`src/tgsr_defs.svh`:
```
`ifndef TGSR_DEFS_SVH
`define TGSR_DEFS_SVH

// Setup numbering and geometry
`define TGSR_MAX_SETUP       100
`define TGSR_UNIT_COLS       12
`define TGSR_LAST_ROW        3'h7
`define TGSR_FIFO_DEPTH      8
`define TGSR_STREAM_WIDTH    9

// Reset and default values, and command parameter limits
`define TGSR_TRIG_EN_DEFAULT 1'b0
`define TGSR_FMT_DEFAULT     3'h0
`define TGSR_STEP_DEFAULT    7'h00
`define TGSR_FMT_MAX         8'h07
`define TGSR_TRIG_EN_MAX     8'h01

// Output characters
`define TGSR_CH_OPEN         8'h2D
`define TGSR_CH_CLOSED       8'h58
`define TGSR_CH_COMMA        8'h2C
`define TGSR_CH_ROW_A        8'h41
`define TGSR_CH_ZERO         8'h30
`define TGSR_CH_HEX_BASE     8'h37
`define TGSR_DEC_BASE        7'h0A

`endif

```
`src/tgsr_pkg.sv`:
```
package tgsr_pkg;

   typedef enum logic [1:0] {
      OP_TRIG_EN  = 2'h0,
      OP_FORMAT   = 2'h1,
      OP_READOUT  = 2'h2,
      OP_DEFAULTS = 2'h3
   } tgsr_op_type;

   // Format groups taken from the upper two bits of the format code
   typedef enum logic [1:0] {
      GRP_FULL    = 2'h0,
      GRP_INSPECT = 2'h1,
      GRP_COND    = 2'h2,
      GRP_BINARY  = 2'h3
   } tgsr_grp_type;

   typedef enum logic [2:0] {
      ST_IDLE  = 3'h0,
      ST_READ  = 3'h1,
      ST_WAIT  = 3'h3,
      ST_EMIT  = 3'h2,
      ST_FLUSH = 3'h6
   } tgsr_state_type;

endpackage

```
`src/tgsr_stream_if.sv`:
```
`timescale 1ns/100ps
`default_nettype none

interface tgsr_stream_if #(
   parameter int WIDTH = 9
);
   logic             valid;
   logic             ready;
   logic [WIDTH-1:0] data;

   modport src (output valid, output data, input ready);
   modport snk (input valid, input data, output ready);
endinterface

`default_nettype wire

```
`src/tgsr_fifo.sv`:
```
`timescale 1ns/100ps
`default_nettype none

module tgsr_fifo #(
   parameter int WIDTH = 9,
   parameter int DEPTH = 8
) (
   input  wire logic  ref_clk,
   input  wire logic  rst,
   tgsr_stream_if.snk wr,
   tgsr_stream_if.src rd
);
   localparam int AW = (DEPTH > 1) ? $clog2(DEPTH) : 1;

   logic [WIDTH-1:0] mem [DEPTH];
   logic [AW-1:0]    wr_ptr;
   logic [AW-1:0]    rd_ptr;
   logic [AW:0]      count;
   logic [AW-1:0]    next_wr_ptr;
   logic [AW-1:0]    next_rd_ptr;
   logic [AW:0]      next_count;
   logic             do_wr;
   logic             do_rd;

   assign wr.ready = (count != (AW+1)'(DEPTH));
   assign rd.valid = (count != '0);
   assign rd.data  = mem[rd_ptr];

   always_comb begin
      do_wr       = wr.valid && wr.ready;
      do_rd       = rd.valid && rd.ready;
      next_wr_ptr = wr_ptr;
      next_rd_ptr = rd_ptr;
      next_count  = count;
      // Depth need not be a power of two, so wrap explicitly
      if (do_wr) begin
         next_wr_ptr = (wr_ptr == AW'(DEPTH-1)) ? '0 : wr_ptr + AW'(1);
      end
      if (do_rd) begin
         next_rd_ptr = (rd_ptr == AW'(DEPTH-1)) ? '0 : rd_ptr + AW'(1);
      end
      if (do_wr && !do_rd) begin
         next_count = count + (AW+1)'(1);
      end else if (do_rd && !do_wr) begin
         next_count = count - (AW+1)'(1);
      end
   end

   always_ff @(posedge ref_clk) begin
      if (rst) begin
         wr_ptr <= '0;
         rd_ptr <= '0;
         count  <= '0;
      end else begin
         wr_ptr <= next_wr_ptr;
         rd_ptr <= next_rd_ptr;
         count  <= next_count;
      end
   end

   // Storage needs no reset; empty flag guards stale words
   always_ff @(posedge ref_clk) begin
      if (do_wr) begin
         mem[wr_ptr] <= wr.data;
      end
   end
endmodule

`default_nettype wire

```
`src/tgsr_trigger_readout.sv`:
```
`timescale 1ns/100ps
`default_nettype none
`include "tgsr_defs.svh"

module tgsr_trigger_readout
   import tgsr_pkg::*;
#(
   parameter int UNITS      = 1,
   parameter int UNIT_COLS  = `TGSR_UNIT_COLS,
   parameter int MAX_SETUP  = `TGSR_MAX_SETUP,
   parameter int FIFO_DEPTH = `TGSR_FIFO_DEPTH
) (
   input  wire logic        ref_clk,
   input  wire logic        rst,
   input  wire logic        cmd_valid,
   input  wire tgsr_op_type cmd_op,
   input  wire logic [7:0]  cmd_param,
   input  wire logic        dev_clear,
   input  wire logic        trig_source,
   input  wire logic        ext_trig,
   input  wire logic        bus_trig,
   output logic             cmd_busy,
   output logic             trig_enable,
   output logic [2:0]       data_format,
   output logic [6:0]       step_pointer,
   output logic             relay_load,
   output logic             mem_rd,
   output logic [6:0]       mem_setup,
   output logic [5:0]       mem_col,
   input  wire logic [7:0]  mem_data,
   output logic             out_valid,
   output logic [7:0]       out_data,
   output logic             out_eot,
   input  wire logic        out_ready
);
   localparam int NCOLS = UNITS * UNIT_COLS;

   function automatic logic [7:0] hex_char(input logic [3:0] v);
      hex_char = (v < 4'hA) ? `TGSR_CH_ZERO + {4'h0, v} : `TGSR_CH_HEX_BASE + {4'h0, v};
   endfunction

   tgsr_stream_if #(.WIDTH(`TGSR_STREAM_WIDTH)) wr_if ();
   tgsr_stream_if #(.WIDTH(`TGSR_STREAM_WIDTH)) rd_if ();

   tgsr_fifo #(
      .WIDTH (`TGSR_STREAM_WIDTH),
      .DEPTH (FIFO_DEPTH)
   ) u_fifo (
      .ref_clk (ref_clk),
      .rst     (rst),
      .wr      (wr_if.snk),
      .rd      (rd_if.src)
   );

   assign out_valid   = rd_if.valid;
   assign out_data    = rd_if.data[7:0];
   assign out_eot     = rd_if.data[8];
   assign rd_if.ready = out_ready;

   // Command and trigger state
   logic       accept;
   logic       clear_all;
   logic       next_trig_enable;
   logic [2:0] next_data_format;
   logic [6:0] next_step_pointer;
   logic       next_relay_load;

   always_comb begin
      clear_all = dev_clear || (cmd_valid && cmd_op == OP_DEFAULTS);
      // Only the selected source counts, and only while enabled
      accept = trig_enable && (trig_source ? bus_trig : ext_trig);
      next_trig_enable  = trig_enable;
      next_data_format  = data_format;
      next_step_pointer = step_pointer;
      next_relay_load   = 1'b0;
      if (clear_all) begin
         next_trig_enable = `TGSR_TRIG_EN_DEFAULT;
         next_data_format = `TGSR_FMT_DEFAULT;
      end else if (cmd_valid && cmd_op == OP_TRIG_EN && cmd_param <= `TGSR_TRIG_EN_MAX) begin
         next_trig_enable = cmd_param[0];
      end else if (cmd_valid && cmd_op == OP_FORMAT && cmd_param <= `TGSR_FMT_MAX) begin
         next_data_format = cmd_param[2:0];
      end
      if (accept) begin
         // Step wraps past the last stored setup back to setup 1
         next_step_pointer = (step_pointer >= 7'(MAX_SETUP)) ? 7'h01 : step_pointer + 7'h01;
         next_relay_load   = 1'b1;
      end
   end

   always_ff @(posedge ref_clk) begin
      if (rst) begin
         trig_enable  <= `TGSR_TRIG_EN_DEFAULT;
         data_format  <= `TGSR_FMT_DEFAULT;
         step_pointer <= `TGSR_STEP_DEFAULT;
         relay_load   <= 1'b0;
      end else begin
         trig_enable  <= next_trig_enable;
         data_format  <= next_data_format;
         step_pointer <= next_step_pointer;
         relay_load   <= next_relay_load;
      end
   end

   // Readout sequencer
   tgsr_state_type state;
   tgsr_state_type next_state;
   logic [2:0]     run_fmt;
   logic [2:0]     next_run_fmt;
   logic [2:0]     row;
   logic [2:0]     next_row;
   logic [5:0]     col;
   logic [5:0]     next_col;
   logic [1:0]     sub;
   logic [1:0]     next_sub;
   logic           first;
   logic           next_first;
   logic [7:0]     col_byte;
   logic [7:0]     next_col_byte;
   logic [6:0]     next_mem_setup;
   logic           hold_valid;
   logic           next_hold_valid;
   logic [7:0]     hold_data;
   logic [7:0]     next_hold_data;
   logic           hold_eot;
   logic           next_hold_eot;
   tgsr_grp_type   grp;
   logic           gen;
   logic [7:0]     gen_ch;
   logic           gen_eot;
   logic           step_row;
   logic           col_end;
   logic           last_col;
   logic           unit_end;
   logic [6:0]     col_num;
   logic [3:0]     tens;
   logic [3:0]     ones;

   assign cmd_busy   = (state != ST_IDLE);
   assign mem_rd     = (state == ST_READ);
   assign mem_col    = col;
   // A held byte leaves either when its successor appears or at flush
   assign wr_if.valid = hold_valid && ((state == ST_EMIT && gen) || state == ST_FLUSH);
   assign wr_if.data  = {hold_eot || state == ST_FLUSH, hold_data};

   always_comb begin
      grp      = tgsr_grp_type'(run_fmt[2:1]);
      col_num  = {1'b0, col} + 7'h01;
      tens     = 4'(col_num / `TGSR_DEC_BASE);
      ones     = 4'(col_num % `TGSR_DEC_BASE);
      last_col = (int'(col) == NCOLS - 1);
      unit_end = ((int'(col_num) % UNIT_COLS) == 0);
      gen      = 1'b0;
      gen_ch   = 8'h00;
      gen_eot  = 1'b0;
      step_row = 1'b0;
      col_end  = 1'b0;
      case (grp)
         GRP_FULL: begin
            gen     = 1'b1;
            gen_ch  = col_byte[row] ? `TGSR_CH_CLOSED : `TGSR_CH_OPEN;
            gen_eot = run_fmt[0] && unit_end;
            col_end = 1'b1;
         end
         GRP_INSPECT: begin
            // Open points produce nothing
            if (!col_byte[row]) begin
               step_row = 1'b1;
            end else begin
               case (sub)
                  2'h0: begin
                     gen    = !first;
                     gen_ch = `TGSR_CH_COMMA;
                  end
                  2'h1: begin
                     gen    = 1'b1;
                     gen_ch = `TGSR_CH_ROW_A + {5'h00, row};
                  end
                  2'h2: begin
                     gen    = (tens != 4'h0);
                     gen_ch = `TGSR_CH_ZERO + {4'h0, tens};
                  end
                  default: begin
                     gen      = 1'b1;
                     gen_ch   = `TGSR_CH_ZERO + {4'h0, ones};
                     step_row = 1'b1;
                  end
               endcase
            end
            col_end = step_row && (row == `TGSR_LAST_ROW);
         end
         GRP_COND: begin
            gen     = 1'b1;
            gen_ch  = hex_char(sub[0] ? col_byte[3:0] : col_byte[7:4]);
            gen_eot = sub[0] && run_fmt[0] && unit_end;
            col_end = sub[0];
         end
         default: begin
            gen     = 1'b1;
            gen_ch  = col_byte;
            gen_eot = run_fmt[0] && unit_end;
            col_end = 1'b1;
         end
      endcase
   end

   always_comb begin
      next_state      = state;
      next_run_fmt    = run_fmt;
      next_row        = row;
      next_col        = col;
      next_sub        = sub;
      next_first      = first;
      next_col_byte   = col_byte;
      next_mem_setup  = mem_setup;
      next_hold_valid = hold_valid;
      next_hold_data  = hold_data;
      next_hold_eot   = hold_eot;
      case (state)
         ST_IDLE: begin
            // Only the readout command starts a stream
            if (cmd_valid && cmd_op == OP_READOUT && int'(cmd_param) <= MAX_SETUP) begin
               next_state      = ST_READ;
               next_run_fmt    = data_format;
               next_mem_setup  = cmd_param[6:0];
               next_row        = 3'h0;
               next_col        = 6'h00;
               next_sub        = 2'h0;
               next_first      = 1'b1;
               next_hold_valid = 1'b0;
            end
         end
         ST_READ: begin
            next_state = ST_WAIT;
         end
         ST_WAIT: begin
            next_col_byte = mem_data;
            next_state    = ST_EMIT;
         end
         ST_EMIT: begin
            // Stall only when a push meets a full buffer
            if (!(wr_if.valid && !wr_if.ready)) begin
               next_sub = sub + 2'h1;
               if (gen) begin
                  next_hold_valid = 1'b1;
                  next_hold_data  = gen_ch;
                  next_hold_eot   = gen_eot;
                  if (grp == GRP_INSPECT && sub == 2'h3) begin
                     next_first = 1'b0;
                  end
               end
               if (step_row) begin
                  next_sub = 2'h0;
                  next_row = row + 3'h1;
               end
               if (col_end) begin
                  next_sub   = 2'h0;
                  next_state = ST_READ;
                  if (!last_col) begin
                     next_col = col + 6'h01;
                  end else if (grp == GRP_FULL && row != `TGSR_LAST_ROW) begin
                     next_col = 6'h00;
                     next_row = row + 3'h1;
                  end else begin
                     next_state = ST_FLUSH;
                  end
               end
            end
         end
         default: begin
            // Last byte always closes the talk
            if (!hold_valid || wr_if.ready) begin
               next_hold_valid = 1'b0;
               next_state      = ST_IDLE;
            end
         end
      endcase
      if (clear_all) begin
         next_state      = ST_IDLE;
         next_hold_valid = 1'b0;
      end
   end

   always_ff @(posedge ref_clk) begin
      if (rst) begin
         state      <= ST_IDLE;
         run_fmt    <= `TGSR_FMT_DEFAULT;
         row        <= 3'h0;
         col        <= 6'h00;
         sub        <= 2'h0;
         first      <= 1'b1;
         col_byte   <= 8'h00;
         mem_setup  <= 7'h00;
         hold_valid <= 1'b0;
         hold_data  <= 8'h00;
         hold_eot   <= 1'b0;
      end else begin
         state      <= next_state;
         run_fmt    <= next_run_fmt;
         row        <= next_row;
         col        <= next_col;
         sub        <= next_sub;
         first      <= next_first;
         col_byte   <= next_col_byte;
         mem_setup  <= next_mem_setup;
         hold_valid <= next_hold_valid;
         hold_data  <= next_hold_data;
         hold_eot   <= next_hold_eot;
      end
   end
endmodule

`default_nettype wire

```
`config.mk`:
```
export PLATFORM = sky130hd
export DESIGN_NAME = tgsr_trigger_readout
export DESIGN_NICKNAME = d
export VERILOG_FILES = /design/src/tgsr_pkg.sv /design/src/tgsr_stream_if.sv /design/src/tgsr_fifo.sv /design/src/tgsr_trigger_readout.sv
export VERILOG_INCLUDE_DIRS = /design/src
export SDC_FILE = /design/constraint.sdc
export NUM_CORES = 1
export LEC_CHECK = 0
export BUFFER_PORTS_ARGS = -buffer_cell sky130_fd_sc_hd__buf_2
export CAP_MARGIN = 20
export CORE_AREA = 2 2 125 127
export CTS_CLUSTER_DIAMETER = 60
export DETAILED_ROUTE_END_ITERATION = 10
export DIE_AREA = 0 0 127 129
export GPL_TIMING_DRIVEN = 0
export PLACE_DENSITY_LB_ADDON = 0.25
export REMOVE_ABC_BUFFERS = 1
export SYNTH_ARGS = -nofsm -noshare
export SYNTH_HDL_FRONTEND = slang
export SYNTH_SLANG_ARGS = --single-unit
```
`constraint.sdc`:
```
create_clock -name ref_clk -period 6.68 [get_ports ref_clk]
set_clock_uncertainty 0.15 [all_clocks]
set_input_delay 0 -clock ref_clk [delete_from_list [all_inputs] [get_ports ref_clk]]
set_output_delay 0 -clock ref_clk [all_outputs]
set_load 0.01 [all_outputs]
```
# == Yosys cells after proc, flatten, opt, wreduce, memory -nomap -nowiden ==
# Memory sizes are Yosys's and may differ from the RTL's. A register that Yosys moved wholly into a read port is not among the register bits.
# Cells that the tools add are included.
# totals
output_inout_bits,37
wordCells,185
ff_bits,65
memories,1
input_bits,26
ramBits,72
# classes
div_mod_pow,3
n_eq_ne,24
bitwise,3
n_lt_le_gt_ge,6
n_reduce_logical,53
add_sub_neg,14
n_mux,63
# mem_list
name,words,word_bits,read_ports,rd_ports_with_merged_regs,wr,line,text
u_fifo.mem,8,9,1,1,1,tgsr_fifo.sv:15,logic [WIDTH-1:0] mem [DEPTH];
# ops
operator,n
3-bit two-way mux,16
8-bit one-hot mux with 3 select lines,2
32-bit zero test,1
"8-bit by 5-bit remainder unit with 32-bit output, second input constant",1
6-bit two-way mux,5
"6-bit by 4-bit adder with 7-bit output, first input constant",4
1-bit logical AND,21
7-bit two-way mux,3
1-bit two-way mux,19
5-bit AND reduction,3
"3-bit == test, second input constant",4
4-bit two-way mux,3
3-bit one-hot mux with 4 select lines,1
6-bit one-hot mux with 2 select lines,1
"2-bit == test, second input constant",5
"3-bit by 1-bit adder with 3-bit output, second input constant",3
"7-bit by 3-bit adder with 8-bit output, first input constant",1
"8-bit by 1-bit less-or-equal comparator with 1-bit output, second input constant",1
"8-bit by 3-bit less-or-equal comparator with 1-bit output, second input constant",1
"8-bit by 7-bit less-or-equal comparator with 1-bit output, second input constant",1
2-bit two-way mux,4
8-bit two-way mux,1
"2-bit != test, second input constant",4
1-bit one-hot mux with 2 select lines,4
37 further kinds,57

# == Longest topological paths before layout ==
# Gate-level depths: netlist of run 1.
# depth
word_depth,14
ltp_mapped,25
mapped_depth_nobuf,22

# == Hierarchy ==
# A second synthesis of run 1 with hierarchy kept.
# unflattened
cells_unflattened,706
area_unflattened_um2,7708.6
# by_module_without_submodules
module,cells_each,area_per_inst_um2,instances
tgsr_trigger_readout,527,4277.9,1
tgsr_fifo,179,3430.8,1

# == Worst setup path after synthesis of run 1 ==
# Ideal clock, no wire load.
# synth_path
path_kind,flip-flop to flip-flop
startpoint,"register col[0], in the netlist mem_col[0]"
endpoint,register u_fifo.count[3]
synth_period_minus_slack_ns,4.893
n_path_buf,2
arrival_ns,4.673
path_stages_with_launch,25
setup_slack_ns,1.787
cell_sequence,dfxtp_1 -> ha_1 -> clkbuf_1 -> clkbuf_1 -> nand2_1 -> xnor2_1 -> a221oi_1 -> a21oi_1 -> mux2i_1 -> ha_1 -> o21ai_0 -> a21o_1 -> a221o_1 -> a21oi_4 -> o211ai_1 -> nand2_1 -> inv_1 -> ha_1 -> inv_1 -> ha_1 -> a21o_1 -> a21oi_1 -> xnor2_1 -> or3_1 -> a21oi_1
# synth_between
elab_chain_cells,13
word_cells_on_any_way,15
# synth_rtl
item,line,text
start: declaration,tgsr_trigger_readout.sv:112,logic [5:0] col;
start signal: assignment,tgsr_trigger_readout.sv:301,col <= next_col;
6-bit by 1-bit adder with 7-bit output *,tgsr_trigger_readout.sv:148,"col_num = {1'b0, col} + 7'h01;"
7-bit by 4-bit divider with 7-bit output (no line) *,--,
4-bit nonzero test *,tgsr_trigger_readout.sv:180,gen = (tens != 4'h0);
1-bit one-hot mux with 2 select lines *,tgsr_trigger_readout.sv:170,case (sub)
1-bit two-way mux *,tgsr_trigger_readout.sv:167,if (!col_byte[row]) begin
1-bit two-way mux *,tgsr_trigger_readout.sv:158,case (grp)
1-bit logical AND *,tgsr_trigger_readout.sv:143,assign wr_if.valid = hold_valid && ((state == ST_EMIT && gen) || state == ST_FLUSH);
1-bit logical OR *,tgsr_trigger_readout.sv:143,
1-bit logical AND *,tgsr_trigger_readout.sv:143,
1-bit logical AND *,tgsr_fifo.sv:30,do_wr = wr.valid && wr.ready;
named net u_fifo.do_wr,tgsr_fifo.sv:22,logic do_wr;
1-bit zero test,tgsr_fifo.sv:44,end else if (do_rd && !do_wr) begin
1-bit logical AND,tgsr_fifo.sv:44,
2-bit nonzero test (no line),--,
end signal: assignment,tgsr_fifo.sv:57,count <= next_count;
end: declaration,tgsr_fifo.sv:18,logic [AW:0] count;
# Mark *: on every way through the listed nets, which the timed path passes. The rest lies on a longest branch.
# A chain may end at the register's enable or synchronous reset.

# == Worst setup path in the final report of run 1 ==
# Ends and elaborated chain as after synthesis.

==> impl_metrics.toml, run 1 <==
[logic_synthesis]
synthArstFlopShare_pct = 0
synthCells = 718
synth-seq-cells = 140
ys_warn_count = 0
syn_area_mm2 = 0.00744
synth_cell_types = 77
ys.flop_type = "edfxtp_1"
synth_edf_count = 72
avgSynthCellArea_um2 = 10.4
synth_seq_area_share_pct = 47.4

[critical_path]
timing.rr.end = "u_fifo.count[3]"
path_class = "register to register"
startpoint_type = "register"
rrSetupSlack_ns = 0.67
r2r-start = "mem_col[0]"
r2r_cells = 22
max_stage_delay_ns = 0.81
cp_cell_sequence = "ha_2, nand2_1, xnor2_1, a221oi_1, a21oi_1, mux2i_1, ha_1, o21ai_0, a21o_1, a221o_1, a21oi_4, o211ai_1, nand2_1, inv_1, ha_1, inv_1, ha_1, a21o_1, a21oi_1, xnor2_1, or3_1, a21oi_1"
cp-end-kind = "register"
worst_ep_required_time_ns = 6.88
startpoint = "mem_col[0]"
crit_fanout = 27
endpoint = "u_fifo.count[3]"
crit_path_top_delay_cell = "dfxtp_1"
arrival_ns = 6.21

[routing]
wl_per_cell_um = 18.9
firstDrtPassIters = 5
remaining_drc_errors = 0
ant_nets = 0
routed_wirelength_um = 18800
dr.first_iter.drc_count = 352
vias = 6163
viasPerCell = 6.21

[placement]
placed_area_mm2 = 0.00795
gp_congestion = 0.903
placedCellCount = 933
pre_cts_ws_ns = 0.551
portBuffers = 62
place_hpwl_um = 12800

[cells_and_area]
drive_gt1_share_pct = 19.6
num_antenna_cells = 0
areaGrowthSynthToFinish_pct = 18.6
final_cell_mix = "nand2_1 (76), edfxtp_1 (72), dfxtp_1 (68), buf_2 (62), a21oi_1 (59)"
fillers = 1227
layout.area.seq_mm2 = 0.00352
multi_input_area_mm2 = 0.00371
postLayoutCellArea_mm2 = 0.00882
final_common_cell = "nand2_1"
layout.nets = 846
fin_cells = 993

[die]
io_pins = 63
die_w_um = 127
start_util_pct = 49.7
die_area_mm2 = 0.0164
die_y_um = 129
design.core.area_mm2 = 0.0150
rows = 45

[clocking]
root_buffer = "clkbuf_16"
cts_setup_buffers = 0
cts_buffers = 17
cts.path.max_buffers = 2
htreeDepth = 4
clk_latency_ns = 0.43
cts_tree = "yes"
clock_sinks = 140
clk_pin_slew_ns = 0.07

[power]
powerDensity_mw_per_mm2 = 242
power.share.clock_pct = 44.0
seq_power_share_pct = 44.2
switching_power_uw = 525
swShare_pct = 24.6
p_int_uw = 1610
combPwrFrac_pct = 11.8
power.leakage_uw = 0.00317
peakVddDrop_mv = 0.208

[global_routing]
antenna_found_initial = 0
grt_pass1_wl_um = 30800
met2_usage_pct = 41.2
grt_usage_pct = 23.9
use_met1_pct = 29.1
use_met3_pct = 4.70
busiest_layer = "met2"
grt_pass1_vias = 6088
grt_overflow_total = 0
grt_start_max_net_pins = 50

[sta]
tightest_slew_ns = 1.02
finalSetupViolCount = 0
whs_ns = 0.0256
relSlewSlack_pct = 31.8
final.setup.worst_slack_ns = 0.671
setup_tns_ns = 0
clock.fmax_mhz = 166
grt_setup_unrepaired = "no"
fin_crit_sh_pct = 90.0
finalHoldViolations = 0
fin_crit_ns = 6.01
slew_violations = 0

[worst_hold_path]
hold_path_class = "input pin to register"
hold-path-cell-count = 3

[status]
status = "complete, no violations"

[run]
cap_violations = 0
==> power by group through the flow <==
stage               Sequential [uW]  Clock (uW)  Combinational, uW
floorplan                       962           0                157
global placement                973           0                208
detailed placement              961           0                243
CTS                             943         952                256
global route                    947         993                278
finish                          942         938                252
==> Yosys cell counts (16+ instances only) <==
| cell | number | area share [%] |
|---|---|---|
| a21oi_1 | 59 | 4.0 |
| clkbuf_1 | 27 | 1.4 |
| dfxtp_1 | 68 | 18 |
| edfxtp_1 | 72 | 29 |
| ha_1 | 27 | 4.5 |
| inv_1 | 21 | 1.1 |
| mux4_2 | 20 | 6.1 |
| nand2_1 | 76 | 3.8 |
| nand3_1 | 27 | 1.8 |
| nand4_1 | 16 | 1.3 |
| nor2_1 | 35 | 1.8 |
| o21ai_0 | 38 | 2.6 |
==> repair_timing <==
item / in CTS / in global routing
endpoints found under the hold margin: 32 / 0
resized for setup: 0 / 1
hold buffers: 28 / 0
setup endpoints to repair: 0 / 1
==> final cells by class <==
cell class                      count  share of cell area, %
Sequential cell                   140                   39.9
Clock buffer                       17                   4.82
Inverter                           22                  0.936
Multi-Input combinational cell    515                   42.1
Tap cell                          188                   2.67
Timing Repair Buffer               96                   7.70
Clock inverter                     15                   1.84
==> registers in the layout, indices dropped and copies added (netlist names), 4 cells and up, named ones only <==
register      count
step_pointer      7
col_byte          8
mem_col           6
hold_data         8
u_fifo.mem       72
mem_setup         7
u_fifo.count      4
==> metal layers <==
layer	vias to the layer above	routed length (um)
met5	-	0
met4	0	528
met3	43	843
met2	195	9530
met1	3025	7910
li1	2900	-
==> cell families (layout without fill, tap and decap cells) <==
group / count (synthesis) / after routing / share of synthesized area [%]
AND/OR/NAND/NOR: 230 / 230 / 15.6
AO/OA/AOI/OAI: 200 / 200 / 17.7
flip-flops: 140 / 140 / 47.4
buffers and inverters: 63 / 150 / 3.35
multiplexers: 43 / 43 / 9.35
adder cells (fa/ha/maj): 28 / 28 / 4.81
XOR/XNOR: 14 / 14 / 1.90
==> critical path: cells and delay by family (launching register included) <==
family	cells	cell delay [ns]
AO/OA/AOI/OAI	10	1.97
XOR/XNOR	2	0.28
adder cells (fa/ha/maj)	4	1.38
buffers and inverters	2	0.20
flip-flops	1	0.81
multiplexers	1	0.39
AND/OR/NAND/NOR	3	0.73
==> per-stage QoR <==
step / power, uW / util [%]
floorplan: 1120 / -
global placement: 1180 / 52.2
detailed placement: 1200 / 53.1
CTS: 2150 / 58.9
global route: 2220 / 58.9
finish: 2130 / 58.9
==> how the worst min path moves through the flow <==
stage	start	to	slack (ns)
final	cmd_valid	state[1]	0.03
after floorplan	rst	col_byte[0]	-0.08
after global placement	cmd_param[6]	mem_setup[6]	0.11
after global routing	cmd_valid	data_format[2]	0.08
after detailed placement	cmd_param[6]	mem_setup[6]	0.13
after CTS	cmd_valid	state[1]	0.009
(Power assumes the default switching activity.)
==> run 2: changes to the inputs <==
- CORE_AREA: 2 2 125 127 -> 2 2 120 122
- DIE_AREA: 0 0 127 129 -> 0 0 122 124
==> run 2 against run 1 <==
Combinational power down 4%. Via count is 1.9% higher. Register-to-register slack got worse by 0.07 ns. Setup slack got worse by 0.069 ns. Sequential power about the same. Count of clock-buffer cells in the layout is the same. Worst hold slack better by 0.013 ns. Critical endpoint unchanged.
==> impl_metrics.toml, run 2 (synthesized netlist as in run 1, its figures left out) <==
[critical_path]
cp-end-kind = "register"
rrSetupSlack_ns = 0.60
arrival_ns = 6.27
endpoint = "u_fifo.count[3]"
startpoint = "mem_col[0]"
crit_path_top_delay_cell = "dfxtp_1"
path_class = "register to register"
max_stage_delay_ns = 0.82
startpoint_type = "register"
timing.rr.end = "u_fifo.count[3]"
crit_fanout = 27
cp_cell_sequence = "ha_2, nand2_1, xnor2_1, a221oi_1, a21oi_1, mux2i_1, ha_1, o21ai_0, a21o_1, a221o_1, a21oi_4, o211ai_1, nand2_1, inv_1, ha_1, inv_1, ha_1, a21o_1, a21oi_1, xnor2_1, or3_1, a21oi_1"
r2r-start = "mem_col[0]"
r2r_cells = 22
worst_ep_required_time_ns = 6.87

[cells_and_area]
final_cell_mix = "nand2_1 (76), edfxtp_1 (72), dfxtp_1 (68), buf_2 (62), a21oi_1 (59)"
fin_cells = 984
num_antenna_cells = 0
largestRegisters = "u_fifo.mem: 72 flops, col_byte: 8 flops, hold_data: 8 flops"
layout.nets = 846
final_common_cell = "nand2_1"
largest_reg_flops = 72
postLayoutCellArea_mm2 = 0.00881
drive_gt1_share_pct = 19.4
largest-register = "u_fifo.mem"
areaGrowthSynthToFinish_pct = 18.3
fillers = 1054

[die]
io_pins = 63
die_y_um = 124
design.core.area_mm2 = 0.0137
rows = 43
die_area_mm2 = 0.0151
start_util_pct = 54.2
die_w_um = 122

[routing]
vias = 6283
routedLengthMet1_um = 7470
dr_wl_met2_um = 9990
remaining_drc_errors = 0
routed_wirelength_um = 19000
ant_nets = 0
wl_met3_um = 1190
viasPerCell = 6.39
wl_per_cell_um = 19.3
firstDrtPassIters = 7
top_layer = "met4"
dr.first_iter.drc_count = 599

[sta]
final.setup.worst_slack_ns = 0.602
grt_setup_unrepaired = "no"
slew_violations = 0
finalHoldViolations = 0
clock.fmax_mhz = 165
relSlewSlack_pct = 28.7
tightest_slew_ns = 1.07
setup_tns_ns = 0
fin_crit_ns = 6.08
finalSetupViolCount = 0
fin_crit_sh_pct = 91.0

[placement]
placedCellCount = 924
gp_congestion = 0.923
portBuffers = 62
placed_area_mm2 = 0.00790
place_hpwl_um = 12300
pre_cts_ws_ns = 0.414

[power]
power.leakage_uw = 0.00318
powerDensity_mw_per_mm2 = 243
peakVddDrop_mv = 0.155

[clocking]
clock_sinks = 140
clk_pin_slew_ns = 0.06
cts_tree = "yes"
root_buffer = "clkbuf_16"
cts_buffers = 17
cts_setup_buffers = 0
cts.path.max_buffers = 2
htreeDepth = 4
clk_latency_ns = 0.42

[global_routing]
grt_start_max_net_pins = 50
antenna_found_initial = 0
grt_pass1_vias = 6037
grt_usage_pct = 25.8
grt_pass1_wl_um = 30100
grt_overflow_total = 0

[status]
status = "complete, no violations"

[worst_hold_path]
min_from = "cmd_valid"
hold_path_class = "input pin to register"

[run]
cap_violations = 0
[run 2: cell types whose count changed in the layout (fill, tap and decap cells not counted), sizes merged]
cell / change
bufinv: +1
clkinvlp: -1
inv: -1
[run 2: per-layer routing]
metal  vias up  GRT usage (%)
li1       2882              -
met1      3061           30.5
met2       300           45.9
met3        40           5.68
met4         0           10.2
met5         -              0
[run 2: worst max-delay path, delay by kind of cell, from the launching register on]
family | cells | cell delay [ns]
multiplexers | 1 | 0.39
XOR/XNOR | 2 | 0.27
flip-flops | 1 | 0.82
buffers and inverters | 2 | 0.19
AND/OR/NAND/NOR | 3 | 0.73
AO/OA/AOI/OAI | 10 | 2.06
adder cells (fa/ha/maj) | 4 | 1.37
[run 2: power breakdown]
part	switching (uW)	internal [uW]	total, uW
logic	108	133	241
clock network	366	586	951
registers	32.4	912	945
total	506	1630	2140
[run 2: repair_timing]
action / 4_1_cts / 5_1_grt
setup endpoints to repair: 0 / 1
hold endpoints to repair: 31 / 0
gates resized for setup: 0 / 1
hold buffers: 28 / 0
[run 2: worst min path at each step]
stage,end,depth (start not counted)
after CTS,state[1],3
after detailed placement,mem_setup[5],3
after floorplan,col_byte[0],1
final,state[1],3
after global routing,state[1],3
after global placement,mem_setup[5],3
[run 2: layout make-up]
type                       count  area (um2)  share of cell area (%)
inverter                      22        82.6                   0.938
tap                          180         225                    2.56
clock inverter                14         168                    1.90
clock buffer                  17         425                    4.83
timing repair buffer          96         667                    7.57
sequential                   140        3520                    40.0
multi-input combinational    515        3710                    42.2
[run 2: metrics by stage]
stage               hold WS [ns]  total power, uW  utilization [%]
floorplan                -0.0809             1120                -
global placement           0.114             1180             56.9
detailed placement         0.129             1190             57.6
CTS                       0.0113             2150             64.0
global route              0.0473             2200             64.2
finish                    0.0385             2140             64.2
